$ cat src/design/rsw_pkg.sv
// Constants and carrier types for the redundancy switch command decoder.
// Assumes an APB master with 32-bit data and byte addresses.
package rsw_pkg;
	// Register byte offsets
	localparam logic [7:0] OFF_CMD    = 8'h00;
	localparam logic [7:0] OFF_ARG0   = 8'h04;
	localparam logic [7:0] OFF_ARG1   = 8'h08;
	localparam logic [7:0] OFF_STATUS = 8'h0c;
	localparam logic [7:0] OFF_RESP0  = 8'h10;
	localparam logic [7:0] OFF_RESP1  = 8'h14;
	localparam logic [7:0] OFF_CONFIG = 8'h18;
	localparam logic [7:0] OFF_ALARM  = 8'h1c;
	localparam logic [7:0] OFF_LEARN  = 8'h20;
	// Opcodes
	localparam logic [15:0] OP_SET_MODE   = 16'h2204;
	localparam logic [15:0] OP_CLR_ALARM  = 16'h2205;
	localparam logic [15:0] OP_FORCE      = 16'h2206;
	localparam logic [15:0] OP_REF_CFG    = 16'h2210;
	localparam logic [15:0] OP_LEARN      = 16'h2216;
	localparam logic [15:0] OP_LEARN_ALL  = 16'h2217;
	localparam logic [15:0] OP_COPY       = 16'h2218;
	localparam logic [15:0] OP_TEST       = 16'h2219;
	localparam logic [15:0] OP_TEST_ALL   = 16'h221a;
	localparam logic [15:0] OP_QRY_ID     = 16'h2403;
	localparam logic [15:0] OP_QRY_SRC    = 16'h2404;
	localparam logic [15:0] OP_QRY_TIME   = 16'h240e;
	localparam logic [15:0] OP_QRY_DATE   = 16'h240f;
	localparam logic [15:0] OP_QRY_STAMP  = 16'h2410;
	localparam logic [15:0] OP_SET_SRC    = 16'h2600;
	localparam logic [15:0] OP_SET_TIME   = 16'h2c04;
	localparam logic [15:0] OP_SET_DATE   = 16'h2c05;
	localparam logic [15:0] OP_SET_STAMP  = 16'h2c06;
	// Error codes in STATUS[15:8]
	localparam logic [7:0] ERR_NONE    = 8'h00;
	localparam logic [7:0] ERR_OPCODE  = 8'h01;
	localparam logic [7:0] ERR_RANGE   = 8'h02;
	localparam logic [7:0] ERR_SAME    = 8'h03;
	localparam logic [7:0] ERR_MODE    = 8'h04;
	localparam logic [7:0] ERR_ABSENT  = 8'h05;
	localparam logic [7:0] ERR_NOLEARN = 8'h06;
	localparam logic [7:0] ERR_MOD     = 8'h07;
	localparam logic [7:0] ERR_DEMOD   = 8'h08;
	// Field limits and codes
	localparam logic [7:0] MODE_MANUAL = 8'h00;
	localparam logic [7:0] MODE_MAX    = 8'h02;
	localparam logic [7:0] NO_FORCE    = 8'hff;
	localparam logic [7:0] FALL_MAX    = 8'h06;
	localparam logic [7:0] FREQ_MAX    = 8'h03;
	localparam logic [7:0] SRC_MAX     = 8'h02;
	localparam logic [7:0] MODEM_MAX   = 8'h09;
	localparam logic [7:0] DST_ALL     = 8'h0a;
	localparam logic [7:0] HOUR_MAX    = 8'h17;
	localparam logic [7:0] MIN_MAX     = 8'h3b;
	localparam logic [7:0] YEAR_MAX    = 8'h63;
	localparam logic [7:0] MONTH_MAX   = 8'h0b;
	localparam logic [7:0] DAY_MAX     = 8'h1e;
	localparam logic [7:0] SRC_RESET   = 8'h02;
	// Arbitrary identification value
	localparam logic [7:0] DEV_ID_DEF  = 8'h5a;

	typedef struct packed {
		logic [1:0] mode1;
		logic [1:0] mode2;
		logic [7:0] force1;
		logic [7:0] force2;
		logic [7:0] ref_slot;
		logic [2:0] ref_fallback;
		logic [1:0] ref_freq;
		logic [1:0] ctrl_src;
	} rsw_ctrl_type;

	typedef struct packed {
		logic [7:0] year;
		logic [7:0] month;
		logic [7:0] day;
		logic [7:0] hour;
		logic [7:0] minute;
		logic [7:0] second;
	} rsw_stamp_type;
endpackage

$ cat src/design/rsw_decoder.sv
// Redundancy switch command decoder: APB command registers, validation,
// switch state, learn/copy/test sequencing.
// Assumes pins from the chassis are asynchronous and are synchronised here.
`timescale 1ns/10ps
module rsw_decoder #(
	parameter logic [7:0] DEV_ID = rsw_pkg::DEV_ID_DEF
) (
	input  wire logic                  pclk,
	input  wire logic                  presetn,
	input  wire logic                  psel,
	input  wire logic                  penable,
	input  wire logic                  pwrite,
	input  wire logic [7:0]            paddr,
	input  wire logic [31:0]           pwdata,
	output logic [31:0]                prdata,
	output logic                       pready,
	output logic                       pslverr,
	input  wire logic [9:0]            present_pin,
	input  wire logic [7:0]            alarm_pin,
	input  wire logic                  copy_done_pin,
	input  wire logic                  copy_fail_pin,
	output rsw_pkg::rsw_ctrl_type      ctrl,
	output logic [9:0]                 learn_pulse,
	output logic [9:0]                 test_pulse,
	output logic                       copy_req,
	output logic                       copy_demod,
	output logic [3:0]                 copy_src,
	output logic [3:0]                 copy_dst
);
	import rsw_pkg::*;

	typedef enum logic [1:0] {ST_IDLE, ST_EXEC, ST_COPY_MOD, ST_COPY_DEM} rsw_state_type;

	rsw_state_type state_reg;
	logic [15:0]   opcode_reg;
	logic [31:0]   arg0_reg;
	logic [15:0]   arg1_reg;
	logic [31:0]   resp0_reg;
	logic [15:0]   resp1_reg;
	logic [7:0]    err_reg;
	logic          cfg_ch9_backup_reg;
	logic [9:0]    cfg_assign_reg;
	logic [9:0]    learned_reg;
	logic [7:0]    alarm_reg;
	rsw_stamp_type stamp_reg;
	logic [9:0]    pres_s1_reg;
	logic [9:0]    pres_reg;
	logic [7:0]    alm_s1_reg;
	logic [7:0]    alm_reg;
	logic [2:0]    cdone_reg;
	logic [2:0]    cfail_reg;
	logic          wr_en;
	logic          rd_en;
	logic          go;
	logic [7:0]    b0;
	logic [7:0]    b1;
	logic [7:0]    b2;
	logic [7:0]    b3;
	logic [7:0]    b4;
	logic [7:0]    b5;
	logic [7:0]    chan_max;
	logic [9:0]    backup_set;
	logic          backup_ok;
	logic          cp_done;
	logic          cp_fail;

	// Channel number within 0..max
	function automatic logic in_rng(input logic [7:0] v, input logic [7:0] mx);
		in_rng = (v <= mx);
	endfunction

	// Force byte legal: 255 or both nibbles within 0..max
	function automatic logic force_ok(input logic [7:0] v, input logic [7:0] mx);
		force_ok = (v == NO_FORCE) ||
			(in_rng({4'h0, v[3:0]}, mx) && in_rng({4'h0, v[7:4]}, mx));
	endfunction

	// Nonzero nibble equal in both force bytes
	function automatic logic force_clash(input logic [7:0] a, input logic [7:0] b);
		force_clash = (a != NO_FORCE) && (b != NO_FORCE) &&
			(((a[3:0] == b[3:0]) && (a[3:0] != 4'h0)) ||
			((a[7:4] == b[7:4]) && (a[7:4] != 4'h0)));
	endfunction

	// Argument bytes in arrival order
	assign b0 = arg0_reg[7:0];
	assign b1 = arg0_reg[15:8];
	assign b2 = arg0_reg[23:16];
	assign b3 = arg0_reg[31:24];
	assign b4 = arg1_reg[7:0];
	assign b5 = arg1_reg[15:8];
	assign chan_max = cfg_ch9_backup_reg ? 8'h08 : MODEM_MAX;
	assign backup_set = {cfg_ch9_backup_reg, 9'h001};
	assign backup_ok = pres_reg[0] | (cfg_ch9_backup_reg & pres_reg[9]);
	assign cp_done = cdone_reg[1] & ~cdone_reg[2];
	assign cp_fail = cfail_reg[1] & ~cfail_reg[2];

	////////////////////////////////////////////////////////////////////////////
	// APB access: one wait cycle, then pready with registered data
	assign rd_en = psel & penable & ~pready & ~pwrite;
	assign wr_en = psel & penable & pready & pwrite;
	assign go = wr_en & (paddr == OFF_CMD) & (state_reg == ST_IDLE);

	always_ff @(posedge pclk or negedge presetn) begin
		if (!presetn) begin
			pready  <= 1'b0;
			pslverr <= 1'b0;
			prdata  <= 32'h0000_0000;
		end else begin
			pready  <= psel & penable & ~pready;
			pslverr <= 1'b0;
			if (rd_en) begin
				case (paddr)
					OFF_CMD:    prdata <= {16'h0000, opcode_reg};
					OFF_ARG0:   prdata <= arg0_reg;
					OFF_ARG1:   prdata <= {16'h0000, arg1_reg};
					OFF_STATUS: prdata <= {16'h0000, err_reg, 6'h00,
						err_reg != ERR_NONE, state_reg != ST_IDLE};
					OFF_RESP0:  prdata <= resp0_reg;
					OFF_RESP1:  prdata <= {16'h0000, resp1_reg};
					OFF_CONFIG: prdata <= {21'h000000, cfg_assign_reg, cfg_ch9_backup_reg};
					OFF_ALARM:  prdata <= {24'h000000, alarm_reg};
					OFF_LEARN:  prdata <= {22'h000000, learned_reg};
					default: begin
						prdata  <= 32'h0000_0000;
						pslverr <= 1'b1;
					end
				endcase
			end else if (psel & penable & ~pready & pwrite) begin
				pslverr <= ~(paddr inside {OFF_CMD, OFF_ARG0, OFF_ARG1, OFF_CONFIG});
			end
		end
	end

	// Software-written argument, command and configuration registers
	always_ff @(posedge pclk or negedge presetn) begin
		if (!presetn) begin
			opcode_reg         <= 16'h0000;
			arg0_reg           <= 32'h0000_0000;
			arg1_reg           <= 16'h0000;
			cfg_ch9_backup_reg <= 1'b1;
			cfg_assign_reg     <= 10'h000;
		end else if (wr_en) begin
			case (paddr)
				OFF_CMD:    if (go) opcode_reg <= pwdata[15:0];
				OFF_ARG0:   arg0_reg <= pwdata;
				OFF_ARG1:   arg1_reg <= pwdata[15:0];
				OFF_CONFIG: begin
					cfg_ch9_backup_reg <= pwdata[0];
					cfg_assign_reg     <= pwdata[10:1];
				end
				default: ;
			endcase
		end
	end

	////////////////////////////////////////////////////////////////////////////
	// Two-flop synchronisers, plus edge history on the copy answers
	always_ff @(posedge pclk or negedge presetn) begin
		if (!presetn) begin
			pres_s1_reg <= 10'h000;
			pres_reg    <= 10'h000;
			alm_s1_reg  <= 8'h00;
			alm_reg     <= 8'h00;
			cdone_reg   <= 3'h0;
			cfail_reg   <= 3'h0;
		end else begin
			pres_s1_reg <= present_pin;
			pres_reg    <= pres_s1_reg;
			alm_s1_reg  <= alarm_pin;
			alm_reg     <= alm_s1_reg;
			cdone_reg   <= {cdone_reg[1:0], copy_done_pin};
			cfail_reg   <= {cfail_reg[1:0], copy_fail_pin};
		end
	end

	// Latched alarms; a new alarm wins over the clear
	always_ff @(posedge pclk or negedge presetn) begin
		if (!presetn) begin
			alarm_reg <= 8'h00;
		end else if (state_reg == ST_EXEC && opcode_reg == OP_CLR_ALARM) begin
			alarm_reg <= alm_reg;
		end else begin
			alarm_reg <= alarm_reg | alm_reg;
		end
	end

	////////////////////////////////////////////////////////////////////////////
	// Command sequencer, switch state and responses
	always_ff @(posedge pclk or negedge presetn) begin
		if (!presetn) begin
			state_reg   <= ST_IDLE;
			err_reg     <= ERR_NONE;
			resp0_reg   <= 32'h0000_0000;
			resp1_reg   <= 16'h0000;
			ctrl        <= '{mode1: 2'h0, mode2: 2'h0, force1: 8'hff, force2: 8'hff,
				ref_slot: 8'h00, ref_fallback: 3'h0, ref_freq: 2'h0, ctrl_src: 2'h2};
			stamp_reg   <= '0;
			learned_reg <= 10'h000;
			learn_pulse <= 10'h000;
			test_pulse  <= 10'h000;
			copy_req    <= 1'b0;
			copy_demod  <= 1'b0;
			copy_src    <= 4'h0;
			copy_dst    <= 4'h0;
		end else begin
			learn_pulse <= 10'h000;
			test_pulse  <= 10'h000;
			case (state_reg)
				ST_IDLE: if (go) begin
					state_reg <= ST_EXEC;
					err_reg   <= ERR_NONE;
				end
				ST_EXEC: begin
					state_reg <= ST_IDLE;
					case (opcode_reg)
						// Byte b0 is the backup-channel count; modes follow in b1, b2
						OP_SET_MODE: begin
							if (!in_rng(b1, MODE_MAX) ||
								(cfg_ch9_backup_reg && !in_rng(b2, MODE_MAX)))
								err_reg <= ERR_RANGE;
							else begin
								ctrl.mode1 <= b1[1:0];
								if (cfg_ch9_backup_reg) ctrl.mode2 <= b2[1:0];
							end
						end
						OP_CLR_ALARM: ;
						// Byte b0 is the backup-channel count; targets follow in b1, b2
						OP_FORCE: begin
							if (!force_ok(b1, chan_max) ||
								(cfg_ch9_backup_reg && !force_ok(b2, 8'h08)))
								err_reg <= ERR_RANGE;
							else if (cfg_ch9_backup_reg && force_clash(b1, b2))
								err_reg <= ERR_SAME;
							else if ((b1 != NO_FORCE && ctrl.mode1 != MODE_MANUAL[1:0]) ||
								(cfg_ch9_backup_reg && b2 != NO_FORCE &&
								ctrl.mode2 != MODE_MANUAL[1:0]))
								err_reg <= ERR_MODE;
							else begin
								if (b1 != NO_FORCE) ctrl.force1 <= b1;
								if (cfg_ch9_backup_reg && b2 != NO_FORCE) ctrl.force2 <= b2;
							end
						end
						OP_REF_CFG: begin
							if (!in_rng(b1, FALL_MAX) || !in_rng(b2, FREQ_MAX))
								err_reg <= ERR_RANGE;
							else begin
								ctrl.ref_slot     <= b0;
								ctrl.ref_fallback <= b1[2:0];
								ctrl.ref_freq     <= b2[1:0];
							end
						end
						OP_LEARN: begin
							if (!in_rng(b0, MODEM_MAX))
								err_reg <= ERR_RANGE;
							else if (!pres_reg[b0[3:0]])
								err_reg <= ERR_ABSENT;
							else if (!backup_set[b0[3:0]] && !cfg_assign_reg[b0[3:0]])
								err_reg <= ERR_MODE;
							else begin
								learn_pulse[b0[3:0]] <= 1'b1;
								learned_reg[b0[3:0]] <= 1'b1;
							end
						end
						OP_LEARN_ALL: begin
							learn_pulse <= pres_reg & (backup_set | cfg_assign_reg);
							learned_reg <= learned_reg |
								(pres_reg & (backup_set | cfg_assign_reg));
						end
						OP_COPY: begin
							if (!in_rng(b0, MODEM_MAX) || !in_rng(b1, DST_ALL))
								err_reg <= ERR_RANGE;
							else if (b0 == b1)
								err_reg <= ERR_SAME;
							else if (!pres_reg[b0[3:0]] ||
								(b1 != DST_ALL && !pres_reg[b1[3:0]]))
								err_reg <= ERR_ABSENT;
							else if (!learned_reg[b0[3:0]])
								err_reg <= ERR_NOLEARN;
							else begin
								state_reg  <= ST_COPY_MOD;
								copy_req   <= 1'b1;
								copy_demod <= 1'b0;
								copy_src   <= b0[3:0];
								copy_dst   <= b1[3:0];
							end
						end
						OP_TEST: begin
							if (b0 == 8'h00 || !in_rng(b0, chan_max))
								err_reg <= ERR_RANGE;
							else if (!cfg_assign_reg[b0[3:0]] || backup_set[b0[3:0]])
								err_reg <= ERR_MODE;
							else if (!learned_reg[b0[3:0]])
								err_reg <= ERR_NOLEARN;
							else if (!backup_ok)
								err_reg <= ERR_ABSENT;
							else
								test_pulse[b0[3:0]] <= 1'b1;
						end
						OP_TEST_ALL: begin
							if (backup_ok)
								test_pulse <= cfg_assign_reg & learned_reg & ~backup_set;
							else
								err_reg <= ERR_ABSENT;
						end
						OP_QRY_ID:  resp0_reg <= {24'h000000, DEV_ID};
						OP_QRY_SRC: resp0_reg <= {30'h00000000, ctrl.ctrl_src};
						OP_QRY_TIME: resp0_reg <= {8'h00, stamp_reg.second,
							stamp_reg.minute, stamp_reg.hour};
						OP_QRY_DATE: resp0_reg <= {8'h00, stamp_reg.day,
							stamp_reg.month, stamp_reg.year};
						OP_QRY_STAMP: begin
							resp0_reg <= {stamp_reg.hour, stamp_reg.day,
								stamp_reg.month, stamp_reg.year};
							resp1_reg <= {stamp_reg.second, stamp_reg.minute};
						end
						OP_SET_SRC: begin
							if (!in_rng(b0, SRC_MAX)) err_reg <= ERR_RANGE;
							else ctrl.ctrl_src <= b0[1:0];
						end
						OP_SET_TIME: begin
							if (!in_rng(b0, HOUR_MAX) || !in_rng(b1, MIN_MAX) ||
								!in_rng(b2, MIN_MAX))
								err_reg <= ERR_RANGE;
							else begin
								stamp_reg.hour   <= b0;
								stamp_reg.minute <= b1;
								stamp_reg.second <= b2;
							end
						end
						OP_SET_DATE: begin
							if (!in_rng(b0, YEAR_MAX) || !in_rng(b1, MONTH_MAX) ||
								!in_rng(b2, DAY_MAX))
								err_reg <= ERR_RANGE;
							else begin
								stamp_reg.year  <= b0;
								stamp_reg.month <= b1;
								stamp_reg.day   <= b2;
							end
						end
						OP_SET_STAMP: begin
							if (!in_rng(b0, YEAR_MAX) || !in_rng(b1, MONTH_MAX) ||
								!in_rng(b2, DAY_MAX) || !in_rng(b3, HOUR_MAX) ||
								!in_rng(b4, MIN_MAX) || !in_rng(b5, MIN_MAX))
								err_reg <= ERR_RANGE;
							else
								stamp_reg <= {b0, b1, b2, b3, b4, b5};
						end
						default: err_reg <= ERR_OPCODE;
					endcase
				end
				// Modulator step; demodulator only after it succeeds
				ST_COPY_MOD: begin
					if (cp_fail) begin
						state_reg <= ST_IDLE;
						copy_req  <= 1'b0;
						err_reg   <= ERR_MOD;
					end else if (cp_done) begin
						state_reg  <= ST_COPY_DEM;
						copy_demod <= 1'b1;
					end
				end
				ST_COPY_DEM: begin
					if (cp_fail | cp_done) begin
						state_reg  <= ST_IDLE;
						copy_req   <= 1'b0;
						copy_demod <= 1'b0;
						if (cp_fail) err_reg <= ERR_DEMOD;
					end
				end
				default: state_reg <= ST_IDLE;
			endcase
		end
	end
endmodule

$ cat config.mk
export PLATFORM = sky130hd
export DESIGN_NAME = rsw_decoder
export DESIGN_NICKNAME = d
export VERILOG_FILES = /design/src/design/rsw_pkg.sv /design/src/design/rsw_decoder.sv
export SDC_FILE = /design/constraint.sdc
export NUM_CORES = 1
export LEC_CHECK = 0
export BUFFER_PORTS_ARGS = -buffer_cell sky130_fd_sc_hd__buf_2
export CAP_MARGIN = 15
export CORE_ASPECT_RATIO = 1.75
export CORE_MARGIN = 5
export CORE_UTILIZATION = 35
export DETAILED_ROUTE_END_ITERATION = 10
export PLACE_DENSITY = 0.57
export SYNTH_ARGS = -nofsm -noshare
export SYNTH_HDL_FRONTEND = slang
export SYNTH_SLANG_ARGS = --single-unit
export TNS_END_PERCENT = 1
$ cat constraint.sdc
create_clock -name pclk -period 2.9 [get_ports pclk]
set_clock_uncertainty 0.15 [all_clocks]
set_input_delay 0 -clock pclk [delete_from_list [all_inputs] [get_ports pclk]]
set_output_delay 0 -clock pclk [all_outputs]
set_load 0.01 [all_outputs]
==> summary.txt <==
WS Path Type: reg2reg
Post-synthesis cell type count: 72
Most common cell after layout, fill and taps aside: dfrtp_1
Skew-Pair Late Insertion Delay: 0.54 ns
Largest net degree at the start of global routing: 82
Non-filler instance count after layout: 2362
Leakage Power: 9.48 nW
DRC: 0
Clock power frac: 45.0%
Top_reg_cell synth: dfrtp_1
Reg2reg end: err_reg[2]
Worst-Margin Slew: 0.725 ns
Peak supply drop: 375 uV
Initial drt markers: 928
R2r worst-path depth: 9
Hold Crit Class: in2reg
Psw: 2.22 mW
Pwr Total: 9.44 mW
Worst Path Max Fanout: 5
Total CTS buffers: 34
Hold_ws: 0.0667 ns
Failing checks: setup timing
CTS H-tree depth: 2
WP buf/inv: 2
Final global-route overflow total: 0
Min-Delay Endpoint: arg0_reg[30]
Core area: 43300 sq um
Reg2Reg Launch Point: arg0_reg[14]
Setup tns final: -0.419 ns
Required time worst endpoint: 3.16 ns
GPL Wtd Cong: 0.940
Reg2reg setup slack: -0.18 ns
Worst hold start: pwdata[30]
Crit path max-delay family: simple AND/OR/NAND/NOR gates
Stages on worst setup path: 9
Critical-path top delay cell: or4_4
Layout area overhead: 32.3%
Unrepaired setup endpoints after global routing: true
PwrDens: 466 nW/um^2
Final Hold Vio Count: 0
Vias in the first global route: 13600
DPL Wire Length: 44100 um
Flop pwr share: 50.9%
Dpl cells: 2218
Worst path most repeated cell: or4_4
Final Util: 46.7%
Register area share after synthesis: 55.7%
Setup Viol. Count Final: 10
Syn nets: 1438
Setup slack after layout: -0.184 ns
TritonCTS Sinks: 340
Most frequent cells in the layout: 321 x dfrtp_1, 199 x buf_4, 162 x buf_2
CP peak stage delay: 0.54 ns
Status: finished with violations
Antenna violations before repair: 0
Vias/cell: 5.44
Max transition margin: 51.7%
Die height: 287 um
Number of synthesized register bits: 340
Max-slew violations: 0
Overall routed net length: 58000 um
TritonRoute pass-1 iters: 5
Die Area: 48200 sq um
Diode count: 0
Root buffer cell: clkbuf_16
Fillers: 4012
Final net count: 1839
Port Buffer Count: 163
Worst Setup Start Kind: flip-flop
Post-route ant nets: 0
Layout cell share with drive strength beyond 1: 35.5%
Synth Instances: 1369
CTS tree: done
Sw frac: 23.5%
Max Cap Viol: 0
Design Area, Final: 20300 sq um
First-pass GRT wire length: 86600 um
Internal power: 7.23 mW
Synthesis Warnings: 0
Part of the power in combinational logic: 4.1%
Area occupied by multi-input gates: 6400 sq um
GRT Util Overall: 23.7%
Row count: 101
Post-place setup slack: -0.0766 ns
Max FFs per register: 48
Clock buffer depth: 3
Routed WL per cell: 24.6 um
Die X: 168 um
Netlist Area Pre-Place: 15300 sq um
Cell Area, Placed: 18300 sq um
Crit-path cells: or4_4 > buf_6 > o311ai_4 > a31oi_2 > or2_1 > or4_4 > nor3b_4 > buf_4 > mux2_4
Clock-pin transition on the worst setup and hold timing paths: 0.07 ns
Worst setup EP type: flip-flop
Fmax: 324 MHz
Starting Density: 35.3%
Register area: 8530 sq um
Fraction of registers with async set/reset: 100%
Worst Path Arrival: 3.35 ns
Fin crit share: 106%
Number of enable flip-flop cells after synthesis: 0
# IOs: 164
Period minus WS final: 3.08 ns
Hold Path Depth: 3
Total vias in the final route: 12800
Mean Syn Cell Area: 11.2 sq um
[cell type report]
cell class	count	area share, %
Clock buffer	43	4.51
Clock inverter	19	0.673
Inverter	20	0.371
Multi-Input combinational cell	913	31.6
Sequential cell	340	42.1
Tap cell	566	3.50
Timing Repair Buffer	461	17.2
[cells by family after synthesis]
| family | share of synthesized area [%] |
|---|---|
| adder cells (fa/ha/maj) | 0.327 |
| multiplexers | 12.1 |
| flip-flops | 55.7 |
| XOR/XNOR | 1.09 |
| AO/OA/AOI/OAI | 14.3 |
| other | 0.0245 |
| buffers and inverters | 3.14 |
| AND/OR/NAND/NOR | 13.3 |
[worst min-delay path: stages]
cell and delay [ns]:
dlygate4sd3_1 0.51, buf_2 0.09, mux2_2 0.12
[power by group through the flow]
stage | registers [mW] | logic [mW] | clock network, mW
finish | 4.81 | 0.389 | 4.25
global route | 4.81 | 0.427 | 4.54
CTS | 4.81 | 0.393 | 4.36
detailed placement | 4.90 | 0.309 | 0
global placement | 4.90 | 0.305 | 0
floorplan | 4.88 | 0.0674 | 0
[repair_timing]
action	in CTS	in global routing
hold buffers	80	0
buffers inserted	0	2
endpoints found under the setup margin	22	41
endpoints found under the hold margin	425	0
resized for setup	3	11
pin swaps	1	4
[cell usage after synthesis, drive strengths merged (17+ instances only)]
master	n	area (sq um)
dfstp	18	473
mux2i	23	230
nor2	62	233
clkbuf	77	289
nand3	26	130
nor3	27	135
a22oi	61	458
nand2	158	593
or2	20	125
buf	19	116
o21ai	111	556
a21oi	30	150
and2	21	131
inv	20	75.1
mux2	126	1420
dfrtp	322	8060
a21o	20	150
nor4	17	121
[routing by layer]
layer | up-vias | GRT usage (%) | part of all wire, %
met5 | - | 0 | 0
met4 | 0 | 15.7 | 7.8
met3 | 177 | 2.65 | 4.2
met2 | 453 | 42.5 | 52
met1 | 6427 | 26.3 | 36
li1 | 5792 | - | -
[how the worst max path moves through the flow]
stage / startpoint / to / slack, ns
floorplan: arg0_reg[14] / err_reg[0] / -0.05
global placement: arg0_reg[9] / err_reg[6] / -0.06
detailed placement: arg0_reg[1] / test_pulse[6] / -0.08
CTS: arg0_reg[14] / err_reg[0] / -0.06
global route: arg0_reg[14] / err_reg[2] / -0.24
finish: arg0_reg[14] / err_reg[2] / -0.18
(Power assumes the default switching activity.)
